--- src/shared/modem_irq_pkg.sv ---
// package: register map, field positions, reset values, carried structs
// assumes: APB slave, 32-bit data, word-aligned registers
package modem_irq_pkg;
	localparam int NUM_CHAN = 4;
	localparam logic [7:0] OFF_MODEM_CTL  = 8'h00;
	localparam logic [7:0] OFF_IRQ_ENABLE = 8'h04;
	localparam logic [7:0] OFF_COND_SET   = 8'h08;
	localparam logic [7:0] OFF_COND_STAT  = 8'h0C;
	localparam logic [7:0] OFF_EVT_STAT   = 8'h10;
	localparam logic [7:0] OFF_EVT_MASK   = 8'h14;
	localparam logic [7:0] OFF_MODE       = 8'h18;
	localparam logic [7:0] OFF_PIN_STAT   = 8'h1C;
	localparam int TERM_READY_BIT = 0;
	localparam int IRQ_OE_BIT     = 3;
	localparam int SRC_RX_DATA = 0;
	localparam int SRC_TX_EMPTY = 1;
	localparam int SRC_RX_ERROR = 2;
	localparam int SRC_MODEM    = 3;
	localparam logic [7:0] MODEM_CTL_RESET  = 8'h00;
	localparam logic [3:0] IRQ_ENABLE_RESET = 4'h0;
	localparam logic       MODE_RESET       = 1'b0;
	typedef enum logic [0:0] {
		BUS_MODE_16 = 1'b0,
		BUS_MODE_68 = 1'b1
	} bus_mode_t;
	typedef enum logic [1:0] {
		APB_IDLE   = 2'b00,
		APB_ACCESS = 2'b01
	} apb_state_t;
	typedef struct packed {
		logic        psel;
		logic        penable;
		logic        pwrite;
		logic [7:0]  paddr;
		logic [31:0] pwdata;
	} apb_req_t;
	typedef struct packed {
		logic rxError;
		logic rxData;
		logic txEmpty;
		logic modemChange;
	} irq_cond_t;
endpackage : modem_irq_pkg

--- src/core/chan_irq_gate.sv ---
// holds: one channel's interrupt gating
// assumes: enables are already registered by the caller; conditions come straight from its input ports
`timescale 1ns/1ns
module chan_irq_gate
(
	input  wire logic                     clk,
	input  wire logic                     rst_b,
	input  wire modem_irq_pkg::irq_cond_t cond,
	input  wire logic [3:0]               enable,
	input  wire logic                     outEnable,
	input  wire logic                     mode16,
	output logic                          irq
);
	logic irq_d;
	logic irq_q;
	logic [3:0] condVec;
	always_comb
	begin
		condVec = 4'h0;
		condVec[modem_irq_pkg::SRC_RX_DATA]  = cond.rxData;
		condVec[modem_irq_pkg::SRC_TX_EMPTY] = cond.txEmpty;
		condVec[modem_irq_pkg::SRC_RX_ERROR] = cond.rxError;
		condVec[modem_irq_pkg::SRC_MODEM]    = cond.modemChange;
		// drops in the cycle after the last enabled condition clears
		irq_d = outEnable && mode16 && |(condVec & enable);
	end
	always_ff @(posedge clk)
	begin
		if (!rst_b)
			irq_q <= 1'b0;
		else
			irq_q <= irq_d;
	end
	assign irq = irq_q;
endmodule : chan_irq_gate

--- src/core/modem_ready_irq.sv ---
// holds: terminal-ready outputs, ready-input status, per-channel interrupts, APB slave
// assumes: one clock, synchronous active-low reset, pins synchronous to clk
//
// Summary of operation
// - ready input never touches serial transmit or receive.
// - writing one to control bit 0 drives terminal-ready low.
// - writing zero, or reset, drives terminal-ready high.
// - terminal-ready level has no effect on serial behaviour.
// - one active-high interrupt output per channel.
// - channel interrupts presented only in the 16-style bus mode.
// - interrupt needs output-enable bit, enabled source, and pending condition.
// - rx error, rx data, tx empty, modem change are conditions.
// - 68-style mode reassigns interrupt pins; they are not driven.
//
// The APB interface to the registers and the register addresses were chosen for this implementation.
`timescale 1ns/1ns
module modem_ready_irq
#(
	parameter int CHANNELS = modem_irq_pkg::NUM_CHAN
)
(
	input  wire logic                  clk,
	input  wire logic                  rst_b,
	input  wire logic                  psel,
	input  wire logic                  penable,
	input  wire logic                  pwrite,
	input  wire logic [7:0]            paddr,
	input  wire logic [31:0]           pwdata,
	output logic [31:0]                prdata,
	output logic                       pready,
	output logic                       pslverr,
	input  wire logic [CHANNELS-1:0]   dataSetReady_b,
	input  wire logic [CHANNELS-1:0]   rxErrorCond,
	input  wire logic [CHANNELS-1:0]   rxDataCond,
	input  wire logic [CHANNELS-1:0]   txEmptyCond,
	input  wire logic [CHANNELS-1:0]   modemChangeCond,
	output logic [CHANNELS-1:0]        terminalReady_b,
	output logic [CHANNELS-1:0]        chanIrq,
	output logic [CHANNELS-1:0]        chanIrqOe,
	output logic                       evtIrq
);
	// ------------------------------------------------------------
	// register state
	// ------------------------------------------------------------
	modem_irq_pkg::apb_req_t   req;
	modem_irq_pkg::apb_state_t state_q;
	modem_irq_pkg::apb_state_t state_d;
	logic [7:0]              modemCtl_q   [CHANNELS];
	logic [7:0]              modemCtl_d   [CHANNELS];
	logic [3:0]              irqEnable_q  [CHANNELS];
	logic [3:0]              irqEnable_d  [CHANNELS];
	modem_irq_pkg::bus_mode_t mode_q;
	modem_irq_pkg::bus_mode_t mode_d;
	logic [CHANNELS-1:0]     termReady_q;
	logic [CHANNELS-1:0]     termReady_d;
	logic [CHANNELS-1:0]     dsrPrev_q;
	logic [CHANNELS-1:0]     evtStat_q;
	logic [CHANNELS-1:0]     evtStat_d;
	logic [CHANNELS-1:0]     evtMask_q;
	logic [CHANNELS-1:0]     evtMask_d;
	logic [CHANNELS-1:0]     oe_q;
	logic [CHANNELS-1:0]     oe_d;
	logic                    evtIrq_q;
	logic                    evtIrq_d;
	logic [31:0]             prdata_q;
	logic [31:0]             prdata_d;
	logic                    pready_q;
	logic                    pready_d;
	logic                    pslverr_q;
	logic                    pslverr_d;
	logic [CHANNELS-1:0]     gatedIrq;
	logic [CHANNELS-1:0]     dsrEdge;
	logic                    acc;
	logic                    wr;
	logic                    rd;
	logic [1:0]              chanSel;
	logic [7:0]              regOff;

	assign req = '{psel: psel, penable: penable, pwrite: pwrite, paddr: paddr, pwdata: pwdata};
	// upper address bits pick the channel; lower pick the register
	assign chanSel = req.paddr[6:5];
	assign regOff  = {3'b000, req.paddr[4:0]};
	// one wait state: answer lands on the second access cycle
	assign acc = req.psel && req.penable && (state_q == modem_irq_pkg::APB_ACCESS) && !pready_q;
	assign wr  = acc && req.pwrite;
	assign rd  = acc && !req.pwrite;
	// ready input only feeds status and the event bit, never serial logic
	assign dsrEdge = dataSetReady_b ^ dsrPrev_q;

	// ------------------------------------------------------------
	// per-channel interrupt gates
	// ------------------------------------------------------------
	genvar g;
	generate
		for (g = 0; g < CHANNELS; g++)
		begin : gen_chan
			modem_irq_pkg::irq_cond_t cnd;
			assign cnd = '{rxError: rxErrorCond[g], rxData: rxDataCond[g],
				txEmpty: txEmptyCond[g], modemChange: modemChangeCond[g]};
			chan_irq_gate u_gate
			(
				.clk       (clk),
				.rst_b     (rst_b),
				.cond      (cnd),
				.enable    (irqEnable_q[g]),
				.outEnable (modemCtl_q[g][modem_irq_pkg::IRQ_OE_BIT]),
				.mode16    (mode_q == modem_irq_pkg::BUS_MODE_16),
				.irq       (gatedIrq[g])
			);
		end
	endgenerate

	// ------------------------------------------------------------
	// next-state logic
	// ------------------------------------------------------------
	always_comb
	begin
		state_d   = state_q;
		mode_d    = mode_q;
		evtMask_d = evtMask_q;
		prdata_d  = prdata_q;
		pready_d  = 1'b0;
		pslverr_d = 1'b0;
		for (int i = 0; i < CHANNELS; i++)
		begin
			modemCtl_d[i]  = modemCtl_q[i];
			irqEnable_d[i] = irqEnable_q[i];
		end
		case (state_q)
			modem_irq_pkg::APB_IDLE:
				if (req.psel && !req.penable)
					state_d = modem_irq_pkg::APB_ACCESS;
			modem_irq_pkg::APB_ACCESS:
				if (pready_q)
					state_d = modem_irq_pkg::APB_IDLE;
			default:
				state_d = modem_irq_pkg::APB_IDLE;
		endcase
		if (acc)
		begin
			pready_d = 1'b1;
			prdata_d = 32'h0000_0000;
		end
		if (wr)
		begin
			if (regOff == modem_irq_pkg::OFF_MODEM_CTL)
				modemCtl_d[chanSel] = req.pwdata[7:0];
			else if (regOff == modem_irq_pkg::OFF_IRQ_ENABLE)
				irqEnable_d[chanSel] = req.pwdata[3:0];
			else if (regOff == modem_irq_pkg::OFF_EVT_MASK)
				evtMask_d = req.pwdata[CHANNELS-1:0];
			else if (regOff == modem_irq_pkg::OFF_MODE)
				mode_d = modem_irq_pkg::bus_mode_t'(req.pwdata[0]);
			else if (regOff == modem_irq_pkg::OFF_PIN_STAT || regOff == modem_irq_pkg::OFF_EVT_STAT
				|| regOff == modem_irq_pkg::OFF_COND_STAT || regOff == modem_irq_pkg::OFF_COND_SET)
				pslverr_d = 1'b0;
			else
				pslverr_d = 1'b1;
		end
		if (rd)
		begin
			if (regOff == modem_irq_pkg::OFF_MODEM_CTL)
				prdata_d = {24'h00_0000, modemCtl_q[chanSel]};
			else if (regOff == modem_irq_pkg::OFF_IRQ_ENABLE)
				prdata_d = {28'h000_0000, irqEnable_q[chanSel]};
			else if (regOff == modem_irq_pkg::OFF_COND_STAT || regOff == modem_irq_pkg::OFF_COND_SET)
				prdata_d = {28'h000_0000, rxErrorCond[chanSel], modemChangeCond[chanSel],
					txEmptyCond[chanSel], rxDataCond[chanSel]};
			else if (regOff == modem_irq_pkg::OFF_EVT_STAT)
				prdata_d = {28'h000_0000, evtStat_q};
			else if (regOff == modem_irq_pkg::OFF_EVT_MASK)
				prdata_d = {28'h000_0000, evtMask_q};
			else if (regOff == modem_irq_pkg::OFF_MODE)
				prdata_d = {31'h0000_0000, mode_q};
			else if (regOff == modem_irq_pkg::OFF_PIN_STAT)
				prdata_d = {24'h00_0000, chanIrq, dataSetReady_b};
			else
				pslverr_d = 1'b1;
		end
	end

	// ------------------------------------------------------------
	// pin outputs and event status
	// ------------------------------------------------------------
	always_comb
	begin
		for (int i = 0; i < CHANNELS; i++)
			termReady_d[i] = !modemCtl_d[i][modem_irq_pkg::TERM_READY_BIT];
		// in 68 mode the pins carry other functions: release them
		// follows the registered mode so the pin enable moves in step with the gated irq
		oe_d = (mode_q == modem_irq_pkg::BUS_MODE_16) ? {CHANNELS{1'b1}} : {CHANNELS{1'b0}};
		evtStat_d = evtStat_q;
		// read clears; a fresh edge in the same cycle wins
		if (rd && regOff == modem_irq_pkg::OFF_EVT_STAT)
			evtStat_d = {CHANNELS{1'b0}};
		evtStat_d = evtStat_d | dsrEdge;
		evtIrq_d  = |(evtStat_d & evtMask_d);
	end

	// ------------------------------------------------------------
	// registers
	// ------------------------------------------------------------
	always_ff @(posedge clk)
	begin
		if (!rst_b)
		begin
			state_q     <= modem_irq_pkg::APB_IDLE;
			mode_q      <= modem_irq_pkg::bus_mode_t'(modem_irq_pkg::MODE_RESET);
			evtMask_q   <= {CHANNELS{1'b0}};
			evtStat_q   <= {CHANNELS{1'b0}};
			evtIrq_q    <= 1'b0;
			dsrPrev_q   <= {CHANNELS{1'b1}};
			termReady_q <= {CHANNELS{1'b1}};
			oe_q        <= {CHANNELS{1'b1}};
			prdata_q    <= 32'h0000_0000;
			pready_q    <= 1'b0;
			pslverr_q   <= 1'b0;
			for (int i = 0; i < CHANNELS; i++)
			begin
				modemCtl_q[i]  <= modem_irq_pkg::MODEM_CTL_RESET;
				irqEnable_q[i] <= modem_irq_pkg::IRQ_ENABLE_RESET;
			end
		end
		else
		begin
			state_q     <= state_d;
			mode_q      <= mode_d;
			evtMask_q   <= evtMask_d;
			evtStat_q   <= evtStat_d;
			evtIrq_q    <= evtIrq_d;
			dsrPrev_q   <= dataSetReady_b;
			termReady_q <= termReady_d;
			oe_q        <= oe_d;
			prdata_q    <= prdata_d;
			pready_q    <= pready_d;
			pslverr_q   <= pslverr_d;
			for (int i = 0; i < CHANNELS; i++)
			begin
				modemCtl_q[i]  <= modemCtl_d[i];
				irqEnable_q[i] <= irqEnable_d[i];
			end
		end
	end

	assign terminalReady_b = termReady_q;
	assign chanIrq         = gatedIrq;
	assign chanIrqOe       = oe_q;
	assign evtIrq          = evtIrq_q;
	assign prdata          = prdata_q;
	assign pready          = pready_q;
	assign pslverr         = pslverr_q;
endmodule : modem_ready_irq

--- config.mk ---
export PLATFORM = sky130hd
export DESIGN_NAME = modem_ready_irq
export DESIGN_NICKNAME = d
export VERILOG_FILES = /design/src/shared/modem_irq_pkg.sv /design/src/core/chan_irq_gate.sv /design/src/core/modem_ready_irq.sv
export SDC_FILE = /design/constraint.sdc
export NUM_CORES = 1
export LEC_CHECK = 0
export ABC_AREA = 1
export BUFFER_PORTS_ARGS = -buffer_cell sky130_fd_sc_hd__buf_4
export CORE_MARGIN = 2
export CORE_UTILIZATION = 50
export CTS_BUF_LIST = sky130_fd_sc_hd__clkbuf_4
export DETAILED_ROUTE_END_ITERATION = 16
export HOLD_SLACK_MARGIN = 0.15
export PLACE_DENSITY_LB_ADDON = 0.15
export SLEW_MARGIN = 0
export SYNTH_ARGS = -nofsm -noshare
export SYNTH_HDL_FRONTEND = slang
export SYNTH_SLANG_ARGS = --single-unit
--- constraint.sdc ---
create_clock -name clk -period 1.3 [get_ports clk]
set_input_delay 0.26 -clock clk [delete_from_list [all_inputs] [get_ports clk]]
set_output_delay 0.26 -clock clk [all_outputs]
set_load 0.01 [all_outputs]
== Yosys cells after proc, flatten, opt, wreduce, memory -nomap -nowiden ==
Memory sizes are Yosys's and may differ from the RTL's.
Cells that the tools add are included.
Operators by class
  add/sub/neg operators: 0
  multiply operators: 0
  div/mod/pow operators: 0
  magnitude comparators: 3
  eq/ne operators: 10
  shift operators: 0
  mux-type cells: 62
  bitwise logic cells: 20
  reductions and logical operators: 36
Operator list (count)
  32-bit two-way mux: 11
  16-bit two-way mux: 3
  4-bit two-way mux: 11
  8-bit two-way mux: 5
  32-bit bitwise mux: 1
  1-bit two-way mux: 21
  4-bit bitwise AND: 5
  5-bit == test (second input constant): 4
  4-bit OR reduction: 5
  16-bit bitwise mux: 1
  8-bit demux with 2-bit select: 1
  1-bit logical AND: 16
  5-bit by 4-bit == test with 1-bit output (second input constant): 2
  1-bit binary-select mux with 2-bit select: 4
  4-bit demux with 2-bit select: 1
  8-bit logical NOT: 1
  1-bit bitwise OR: 8
  1-bit logical NOT: 7
  5-bit by 3-bit == test with 1-bit output (second input constant): 1
  5-bit AND reduction: 1
  1-bit logical OR: 4
  2-bit two-way mux: 2
  2-bit inequality test (second input constant): 2
  1-bit NOT: 4
  other kinds (10): 10
Word-level totals
  register bits after elaboration: 62
  bits in latches: 0
  memory bits (writable): 48
  ROM bits: 0
  input port bits: 65
  output and inout bits: 47
  memories: 2
Memories
  modemCtl_q: words 4, bits a word 8, read ports 5, clocked after Yosys merged registers in 0, write ports 4, RTL line modem_ready_irq.sv:48  | logic [7:0] modemCtl_q [CHANNELS];
  irqEnable_q: words 4, bits a word 4, read ports 5, clocked after Yosys merged registers in 0, write ports 4, RTL line modem_ready_irq.sv:50  | logic [3:0] irqEnable_q [CHANNELS];

== Longest topological paths before layout ==
Gate-level depths: netlist of the first run.
  depth after elaboration: 18
  depth in mapped cells: 14
  mapped depth without buffers: 14

== Hierarchy ==
A second synthesis of the first run with hierarchy kept.
Unflattened totals
  cells, all modules: 583
  area total of the unflattened synthesis: 4443.0 sq um
By module, submodules not included
  modem_ready_irq: times used 1, cells an instance 543, area an instance 4222.8 sq um, sequential area each 2042.0 sq um
  chan_irq_gate: times used 4, cells an instance 10, area an instance 55.1 sq um, sequential area each 20.0 sq um

== Worst setup path before layout of the first run ==
OpenSTA, ideal clock, no wires.
  path kind: register to register
  start: reg pready_q (netlist: pready)
  end: reg evtIrq_q (netlist: evtIrq)
  library setup time: 0.133 ns
  arrival time: 1.309 ns
  required time: 1.167 ns
  path slack: -0.142 ns
  stages on the path, launching flop included: 11
  path buffers: 0
  clock period less this slack: 1.442 ns
  path through: dfxtp_1 -> nor2_1 -> nand2_2 -> inv_2 -> nand2_1 -> nor2_1 -> inv_1 -> nand2_1 -> nand2_1 -> nand2_1 -> a31oi_1
Between the ends
  longest elaborated chain between the ends: 8
RTL lines
  from (decl): RTL line modem_ready_irq.sv:67  | logic pready_q;
  from (signal assigned): RTL line modem_ready_irq.sv:235  | pready_q <= pready_d;
  1-bit logical NOT (*): RTL line modem_ready_irq.sv:84  | assign acc = req.psel && req.penable && (state_q == modem_irq_pkg::APB_ACCESS) && !pready_q;
  1-bit logical AND (*): RTL line modem_ready_irq.sv:84
  1-bit logical AND: RTL line modem_ready_irq.sv:86  | assign rd = acc && !req.pwrite;
  1-bit logical AND: RTL line modem_ready_irq.sv:194  | if (rd && regOff == modem_irq_pkg::OFF_EVT_STAT)
  4-bit two-way mux: RTL line modem_ready_irq.sv:194
  4-bit bitwise OR: RTL line modem_ready_irq.sv:196  | evtStat_d = evtStat_d | dsrEdge;
  4-bit bitwise AND (*): RTL line modem_ready_irq.sv:197  | evtIrq_d = |(evtStat_d & evtMask_d);
  4-bit OR reduction (*): RTL line modem_ready_irq.sv:197
  to (signal assigned): RTL line modem_ready_irq.sv:230  | evtIrq_q <= evtIrq_d;
  to (decl): RTL line modem_ready_irq.sv:63  | logic evtIrq_q;
Every way passes the cells marked *; elsewhere a longest branch is shown, timed or not.
A chain may end at the register's enable or synchronous reset.

== Worst setup path in the final report of the first run ==
  start: reg state_q[0]
  end: reg prdata_q[3] (netlist: prdata[3])
Between the ends
  longest elaborated chain between the ends: 12
RTL lines
  from (decl): RTL line modem_ready_irq.sv:46  | modem_irq_pkg::apb_state_t state_q;
  from (signal assigned): RTL line modem_ready_irq.sv:207  | state_q <= modem_irq_pkg::APB_IDLE;
  from (signal assigned): RTL line modem_ready_irq.sv:226  | state_q <= state_d;
  2-bit by 1-bit == test with 1-bit output (*): RTL line modem_ready_irq.sv:84
  1-bit logical AND (*) (2 in a row): RTL line modem_ready_irq.sv:84
  32-bit two-way mux: RTL line modem_ready_irq.sv:139  | if (acc)
  32-bit two-way mux: RTL line modem_ready_irq.sv:175  | else if (regOff == modem_irq_pkg::OFF_PIN_STAT)
  32-bit two-way mux: RTL line modem_ready_irq.sv:173  | else if (regOff == modem_irq_pkg::OFF_MODE)
  32-bit two-way mux: RTL line modem_ready_irq.sv:171  | else if (regOff == modem_irq_pkg::OFF_EVT_MASK)
  32-bit two-way mux: RTL line modem_ready_irq.sv:169  | else if (regOff == modem_irq_pkg::OFF_EVT_STAT)
  32-bit two-way mux: RTL line modem_ready_irq.sv:166  | else if (regOff == modem_irq_pkg::OFF_COND_STAT || regOff == modem_irq_pkg::OFF_COND_SET)
  32-bit two-way mux: RTL line modem_ready_irq.sv:164  | else if (regOff == modem_irq_pkg::OFF_IRQ_ENABLE)
  32-bit two-way mux: RTL line modem_ready_irq.sv:162  | if (regOff == modem_irq_pkg::OFF_MODEM_CTL)
  32-bit two-way mux (*): RTL line modem_ready_irq.sv:160  | if (rd)
  to (signal assigned): RTL line modem_ready_irq.sv:234  | prdata_q <= prdata_d;
  to (decl): RTL line modem_ready_irq.sv:65  | logic [31:0] prdata_q;
Marked as above.

==> results of run 1 <==
[registers in the layout, indices dropped and copies added, names as in the netlist]
register,count
evtIrq,1
terminalReady_b,4
irqEnable_q,16
evtMask_q,4
pready,1
dsrPrev_q,4
pslverr,1
evtStat_q,4
state_q,1
modemCtl_q,32
prdata,32
mode_q,1
gen_chan.u_gate.irq,4
chanIrqOe,1
[timing repair]
action / in CTS / in global routing
hold endpoints to repair: 35 / 0
pin swaps: 35 / 18
gates resized for setup: 81 / 89
endpoints found under the setup margin: 81 / 89
buffers inserted: 3 / 11
hold buffers: 19 / 0
[cell usage in the layout (no fill, tap or decap), types with 11 or more instances in the layout]
cell type        n
buf_4          122
inv_2           11
nand2_2         14
o21ai_2         38
buf_6           24
a21oi_1         49
o21ai_1         13
dfxtp_1         82
dfxtp_2         24
nand2_1        104
inv_1           43
nor2_1          67
dlygate4sd3_1   19
nor2_4          22
[path summary, 6_finish.rpt]
kind              slack, ps  cells after the start               startpoint                                end
hold / removal          170                      3           rxErrorCond[3]  gen_chan[3].u_gate.irq$_SDFF_PN0_
hold reg to reg         440                      2    prdata[13]$_SDFF_PN0_              prdata[13]$_SDFF_PN0_
setup / recovery       -260                     15  state_q[0]$_SDFFE_PN0P_               prdata[3]$_SDFF_PN0_
setup reg to reg       -260                     15  state_q[0]$_SDFFE_PN0P_               prdata[3]$_SDFF_PN0_
[power groups by stage]
stage | Clock (mW) | Sequential [mW] | Combinational, mW
floorplan | 0 | 3.35 | 0.227
global placement | 0 | 3.35 | 0.499
detailed placement | 0 | 3.35 | 0.505
CTS | 1.85 | 3.29 | 0.572
global route | 1.98 | 3.29 | 0.653
finish | 1.81 | 3.29 | 0.606
[cell usage after synthesis, types with 5 or more instances]
cell type    n  area (µm²)
a21oi_1     56         280
a22oi_1     10        75.1
buf_4       10        75.1
clkbuf_1    13        48.8
dfxtp_1    106        2120
inv_1       50         188
inv_2       10        37.5
nand2_1    117         439
nand3_1     11        55.1
nand4_1     10        62.6
nor2_1      87         327
nor2_4      11         124
nor3_1       5        25.0
o21ai_0     33         165
o21ai_1     21         105
[cells by family (layout without fill, tap and decap cells)]
| group | count (synthesis) | after routing |
|---|---|---|
| simple gates | 257 | 257 |
| compound gates | 142 | 142 |
| flops | 106 | 106 |
| buf+inv | 92 | 244 |
| xor+xnor | 4 | 4 |
[through the flow]
stage | TNS, ps | std cells | hold WS (ps)
3_5_place_dp | -18850 | 814 | 425
4_1_cts | -8810 | 852 | 162
6_report | -9860 | 861 | 169
3_3_place_gp | -17560 | 814 | 421
2_1_floorplan | -2310 | 601 | 356
5_1_grt | -15590 | 861 | 187
[cell type report]
| class | instances | area (µm²) | area share |
|---|---|---|---|
| inverters | 62 | 253 | 0.0391 |
| multi-input cells | 403 | 2370 | 0.366 |
| clock inverters | 7 | 101 | 0.0157 |
| well taps | 108 | 135 | 0.0209 |
| repair buffers | 166 | 1400 | 0.216 |
| clock buffers | 9 | 67.6 | 0.0104 |
| flip-flops and latches | 106 | 2150 | 0.333 |
[tightest hold or removal path: stages]
cell,delay [ps]
buf_4,90
a221oi_1,80
nor3_1,170
[metal layers]
layer / wire [µm] / GRT usage
met1: 5420 / 0.336
met2: 7010 / 0.473
met3: 889 / 0.0604
met4: 350 / 0.102
met5: 0 / 0
==> impl_metrics.toml, run 1 <==
[setup_path]
critPathMaxStageDelay_ps = 370
worstPathRequired_ps = 1680
start_kind = "flip-flop"
crit_path_cell_trace = "inv_2, nor2_4, nand2_4, buf_4, buf_6, nand3_2, nand2_2, nand2_1, nand2_1, nand2_1, nand2_1, nand2_2, nand2_2, nand2_2, a21oi_2"
slowest_stage = "dfxtp_2"
crit_buf_inv = 3
critical_path_class = "reg -> reg"
crit_arrival_ps = 1940
crit_fanout = 8
cp_top_family = "simple AND/OR/NAND/NOR gates"
cp-end-kind = "flip-flop"

[logic_synthesis]
ys.warnings.count = 0
ys.flop_type = "dfxtp_1"
synthAdderAreaFrac = 0
yosysSeqAreaShare = 0.467
synth_xor_area_frac = 0.00771
synth_edf_count = 0
syn_area_um2 = 4550
yosysUniqueCellTypes = 35
synth_top_family_by_area = "simple AND/OR/NAND/NOR gates"
synth_mux_area_frac = 0
synth_compound_area_frac = 0.176
synthArstFlopShare = 0
synth_area_per_cell_um2 = 7.57
synth-simple-area-share = 0.258
syn-num-nets = 666
synth_cells = 601
ys_seq_elements = 106

[power]
finalPower_mw = 5.70
power.density_nw_per_um2 = 881
power_switching_mw = 1.66
vdd_ir_drop_max_mv = 0.671
pwr-share-comb = 0.106
seqPwrFrac = 0.577
p_leak_nw = 2.75
p_clk_frac = 0.317
swShare = 0.292
p_int_mw = 4.04

[sta]
setup_violations = 69
worst_pin_slew_ps = 681
grt_setup_unrepaired = "true"
hold_viol_final = 0
fin_skew_ps = 19.3
fmax_mhz = 640
timing.final.ws_setup_ps = -263
period_share = 1.20
slew_violations = 0
finalCriticalPeriod_ps = 1560
slew_headroom = 0.546

[hold_path]
hold_path.class = "in -> reg"

[placement]
io_buffer_count = 86
hpwl_mm = 9.58
globalplace.congestion = 0.895
dp_worst_setup_slack_ps = -365
dpl_cell_area_um2 = 5550

[die]
die_h_um = 99.4
num_rows = 34
fp.coreArea_um2 = 8760
initial_utilization = 0.519
die_area_um2 = 9870
pin_count = 112
die_w_um = 99.4

[detailed_routing]
totalWireLength_mm = 13.7
drc = 0
dr.pass1.iters = 5
vias = 4596
via_per_inst = 5.34
wl_per_cell_um = 15.9
antenna_left = 0
drtIter0Drc = 246

[global_routing]
antenna_found_initial = 0
grt_usage = 0.274
overflow = 0
grt_pass1_wl_mm = 21.5
grt_start_max_net_pins = 45
grt_pass1_vias = 4505

[cells_and_area]
drive_above_1_share = 0.413
final_area_um2 = 6470
nets = 813
syn_to_final_growth_pct = 42.3
diodes = 0
nFillCells = 681
final_core_util = 0.738

[clock_network]
clk_latency_ps = 470
htreeDepth = 3
clk_path_buf_depth = 2
cts_tree = "done"
cts.sinks = 106
cts_buffers = 9
cts_root_buf = "clkbuf_4"
clkTransAtPathRegs_ps = 200

[outcome]
violations = "negative setup slack"
status = "finished, violations left"

[job]
drv_cap = 0
Power figures use the tool's default switching activity.
==> run 2, diff against run 1 <==
--- a/config.mk
+++ b/config.mk
@@ -7,7 +7,7 @@
 export LEC_CHECK = 0
 export ABC_AREA = 1
 export BUFFER_PORTS_ARGS = -buffer_cell sky130_fd_sc_hd__buf_4
-export CORE_MARGIN = 2
+export CORE_MARGIN = 3
 export CORE_UTILIZATION = 50
 export CTS_BUF_LIST = sky130_fd_sc_hd__clkbuf_4
 export DETAILED_ROUTE_END_ITERATION = 16
==> run 2 against run 1 <==
The flow still finishes with violations (negative setup slack). Total power decreased by 2.0%. Sequential power about the same. Design area down 3.0%. Fmax increased by 2.3%. Count of clock-buffer cells in the layout unchanged. Clock skew up 16 ps. Clock power shrank 6%. Register-to-register slack improved by 40 ps. Via count about the same.
==> impl_metrics.toml, run 2 (synthesis results as in run 1) <==
[power]
finalPower_mw = 5.59
vdd_ir_drop_max_mv = 0.670
power.density_nw_per_um2 = 890
p_leak_nw = 2.69

[sta]
hold_viol_final = 0
fmax_mhz = 655
timing.final.ws_setup_ps = -228
grt_setup_unrepaired = "true"
setup_violations = 69
period_share = 1.18
slew_violations = 0
worst_pin_slew_ps = 490
finalCriticalPeriod_ps = 1530
fin_skew_ps = 35.0
hold_ws_ps = 151
slew_headroom = 0.673

[global_routing]
grt_usage = 0.258
grt_start_max_net_pins = 59
grt_pass1_vias = 4437
antenna_found_initial = 0
overflow = 0
grt_pass1_wl_mm = 20.8

[die]
num_rows = 34
initial_utilization = 0.519
pin_count = 112
die_w_um = 101
fp.coreArea_um2 = 8760
die_area_um2 = 10300
die_h_um = 101

[outcome]
status = "finished, violations left"
violations = "negative setup slack"

[clock_network]
clkTransAtPathRegs_ps = 180
cts_root_buf = "clkbuf_4"
cts_buffers = 9
clk_latency_ps = 480
clk_path_buf_depth = 2
cts.sinks = 106
cts_tree = "done"
htreeDepth = 3

[cells_and_area]
final_common_cell = "buf_4"
final_area_um2 = 6270
final_cell_mix = "buf_4, nand2_1, dfxtp_1, nor2_1, a21oi_1"
syn_to_final_growth_pct = 38.0
nets = 804
drive_above_1_share = 0.370
fin_cells = 852
diodes = 0

[placement]
hpwl_mm = 9.55
io_buffer_count = 86
dp_worst_setup_slack_ps = -352
place_inst = 805
dpl_cell_area_um2 = 5480
globalplace.congestion = 0.957

[hold_path]
hold_path.class = "in -> reg"

[detailed_routing]
totalWireLength_mm = 13.3
drtIter0Drc = 250
via_per_inst = 5.40
vias = 4599
drc = 0
wl_per_cell_um = 15.6
dr.pass1.iters = 5
antenna_left = 0

[setup_path]
slowest_stage = "dfxtp_2"
worstPathRequired_ps = 1700
path_common_cell = "nor2_4"
crit_buf_inv = 3
start_kind = "flip-flop"
cp_top_family = "simple AND/OR/NAND/NOR gates"
crit_fanout = 6
critical_path_class = "reg -> reg"
critPathMaxStageDelay_ps = 380
crit_path_cell_trace = "inv_2, nor2_4, nand2_4, nor3_4, inv_4, nor2_4, buf_6, o21ai_2, a21oi_1"
cp-end-kind = "flip-flop"
crit_arrival_ps = 1930

[job]
drv_cap = 0
-- run 2: what timing repair did --
item | in CTS | in global routing
endpoints found under the setup margin | 71 | 103
endpoints found under the hold margin | 31 | 0
hold buffers | 19 | 0
pin swaps | 32 | 14
buffers inserted | 5 | 7
gates resized for setup | 80 | 48
-- run 2: final cells by class --
class	count	area, µm²
Fill cell	684	2490
Multi-Input combinational cell	403	2300
Sequential cell	106	2130
Timing Repair Buffer	157	1310
Inverter	62	250
Tap cell	108	135
Clock inverter	7	80.1
Clock buffer	9	67.6
-- run 2: per-layer routing --
| layer | global-route usage | vias up | part of all wire |
|---|---|---|---|
| met1 | 0.316 | 2130 | 0.40 |
| met2 | 0.436 | 188 | 0.49 |
| met5 | 0 | - | 0 |
| met4 | 0.106 | 0 | 0.037 |
| li1 | - | 2235 | - |
| met3 | 0.0592 | 46 | 0.071 |
-- run 2: worst paths after layout --
| check | start | slack (ps) | cells after the start | end |
|---|---|---|---|---|
| hold reg to reg | prdata[18]$_SDFF_PN0_ | 450 | 2 | prdata[18]$_SDFF_PN0_ |
| setup / recovery | state_q[0]$_SDFFE_PN0P_ | -230 | 9 | modemCtl_q[2][3]$_SDFFE_PN0P_ |
| setup reg to reg | state_q[0]$_SDFFE_PN0P_ | -230 | 9 | modemCtl_q[2][3]$_SDFFE_PN0P_ |
| hold / removal | rst_b | 150 | 3 | chanIrqOe[2]$_SDFF_PN1_ |
-- run 2: stage by stage --
stage | util | TNS (ps)
2_1_floorplan | - | -2310
3_3_place_gp | 0.625 | -15140
3_5_place_dp | 0.625 | -17910
4_1_cts | 0.692 | -7690
5_1_grt | 0.716 | -14770
6_report | 0.716 | -9070
-- run 2: tightest hold or removal path: stages --
cell	delay [ps]
buf_4	110
buf_4	170
nand2_1	60
-- run 2: where the power goes --
group	internal (mW)	switching, mW
logic	0.262	0.332
clock network	0.462	1.24
registers	3.27	0.0133
==> run 3, diff against run 2 <==
--- a/config.mk
+++ b/config.mk
@@ -13,6 +13,7 @@
 export DETAILED_ROUTE_END_ITERATION = 16
 export HOLD_SLACK_MARGIN = 0.15
 export PLACE_DENSITY_LB_ADDON = 0.15
+export RECOVER_POWER = 100
 export SLEW_MARGIN = 0
 export SYNTH_ARGS = -nofsm -noshare
 export SYNTH_HDL_FRONTEND = slang
==> run 3 against run 2 <==
The flow still finishes with violations (negative setup slack). Global-route usage did not move. Total power about the same. Final cell count is the same. Clock skew decreased by 2.3 ps. Register-to-register slack hardly changed. Worst setup slack about the same. Via count rose by 0.28%. Utilization shrank 0.17 points. Sequential power barely moved. Critical path type unchanged. Largest cell class unchanged. Highest routed layer unchanged.
==> impl_metrics.toml, run 3 (synthesis results as in run 1) <==
[outcome]
status = "finished, violations left"
violations = "negative setup slack"

[global_routing]
overflow = 0
grt_usage = 0.258
grt_pass1_wl_mm = 20.8
antenna_found_initial = 0
grt.busiest_layer = "met2"
grt_use_met2 = 0.436
grt_start_max_net_pins = 59
grt_use_met3 = 0.0592
grt.met1_usage = 0.316
grt_pass1_vias = 4437

[power]
power.density_nw_per_um2 = 892
p_leak_nw = 2.68
finalPower_mw = 5.58
vdd_ir_drop_max_mv = 0.670

[hold_path]
hold_path.class = "in -> reg"

[detailed_routing]
totalWireLength_mm = 13.3
wl_per_cell_um = 15.6
drtIter0Drc = 249
antenna_left = 0
vias = 4612
drc = 0
via_per_inst = 5.41
dr.pass1.iters = 8

[job]
drv_cap = 0

[die]
die_area_um2 = 10300
num_rows = 34
pin_count = 112
die_h_um = 101
fp.coreArea_um2 = 8760
die_w_um = 101
initial_utilization = 0.519

[clock_network]
cts.sinks = 106
clk_latency_ps = 480
htreeDepth = 3
clkTransAtPathRegs_ps = 170
cts_root_buf = "clkbuf_4"
clk_path_buf_depth = 2
cts_tree = "done"
cts_buffers = 9

[setup_path]
worstPathRequired_ps = 1700
start_kind = "flip-flop"
critical_path_class = "reg -> reg"
crit_arrival_ps = 1930
crit_buf_inv = 3
cp-end-kind = "flip-flop"
critPathMaxStageDelay_ps = 380
crit_path_cell_trace = "inv_2, nor2_4, nand2_4, nor3_4, inv_4, nor2_4, buf_6, o21ai_2, a21oi_1"
crit_fanout = 6
slowest_stage = "dfxtp_2"
cp_top_family = "simple AND/OR/NAND/NOR gates"
path_common_cell = "nor2_4"

[sta]
timing.final.ws_setup_ps = -228
period_share = 1.18
grt_setup_unrepaired = "true"
slew_headroom = 0.673
finalCriticalPeriod_ps = 1530
setup_violations = 69
worst_pin_slew_ps = 490
slew_violations = 0
hold_viol_final = 0
fmax_mhz = 654
fin_skew_ps = 32.7

[cells_and_area]
nFillCells = 692
syn_to_final_growth_pct = 37.7
final_core_util = 0.714
drive_above_1_share = 0.364
final_common_cell = "buf_4"
fin_cells = 852
final_cell_mix = "buf_4, nand2_1, dfxtp_1, nor2_1, a21oi_1"
nets = 804
diodes = 0

[placement]
hpwl_mm = 9.55
globalplace.congestion = 0.957
io_buffer_count = 86
place_inst = 805
-- run 3: changes by cell type in the layout (fill, tap and decap cells not counted), sizes merged --
cell / previous run / this run
buf: 138 / 134
clkbuf: 9 / 13
-- run 3: metrics by stage --
step,worst slack (ps),hold slack (ps),TNS [ps],instance area [µm²]
5_1_grt,-341,168,-14770,6260
6_report,-228,153,-8880,6260
3_5_place_dp,-352,426,-17910,5480
2_1_floorplan,-92.0,356,-2310,4570
3_3_place_gp,-302,421,-15140,5480
4_1_cts,-199,153,-7690,6070
-- run 3: cell type report --
class / instances / area, µm² / area share
Clock buffer: 9 / 67.6 / 0.0108
Timing Repair Buffer: 157 / 1300 / 0.207
Multi-Input combinational cell: 403 / 2300 / 0.367
Inverter: 62 / 250 / 0.0400
Sequential cell: 106 / 2130 / 0.341
Clock inverter: 7 / 80.1 / 0.0128
Tap cell: 108 / 135 / 0.0216
-- run 3: tightest hold or removal path, delay by kind of cell --
| kind | cells | cell delay (ps) |
|---|---|---|
| and+or+nand+nor | 1 | 60 |
| buffers and inverters | 2 | 280 |
-- run 3: worst paths after layout --
kind | slack, ps | to | depth (start not counted) | from
setup / recovery | -230 | modemCtl_q[2][3]$_SDFFE_PN0P_ | 9 | state_q[0]$_SDFFE_PN0P_
hold / removal | 150 | chanIrqOe[2]$_SDFF_PN1_ | 3 | rst_b
setup reg to reg | -230 | modemCtl_q[2][3]$_SDFFE_PN0P_ | 9 | state_q[0]$_SDFFE_PN0P_
hold reg to reg | 450 | prdata[18]$_SDFF_PN0_ | 2 | prdata[18]$_SDFF_PN0_
-- run 3: what timing repair did --
item / 4_1_cts / 5_1_grt
setup endpoints to repair: 71 / 103
resized for setup: 80 / 48
setup buffers: 5 / 7
endpoints found under the hold margin: 31 / 0
hold buffers: 19 / 0
pin swaps: 32 / 14
-- run 3: per-layer routing --
| layer | part of all wire | routed length (µm) | up-vias |
|---|---|---|---|
| li1 | - | - | 2234 |
| met1 | 0.40 | 5310 | 2138 |
| met2 | 0.49 | 6570 | 190 |
| met3 | 0.070 | 931 | 50 |
| met4 | 0.038 | 501 | 0 |
| met5 | 0 | 0 | - |
-- run 3: power by group --
part           leakage, nW  internal, mW  switching [mW]  total [mW]
sequential           0.859          3.27          0.0133        3.29
clock               0.0761         0.462            1.24        1.71
combinational         1.74         0.256           0.332       0.589
total                 2.68          3.99            1.59        5.58
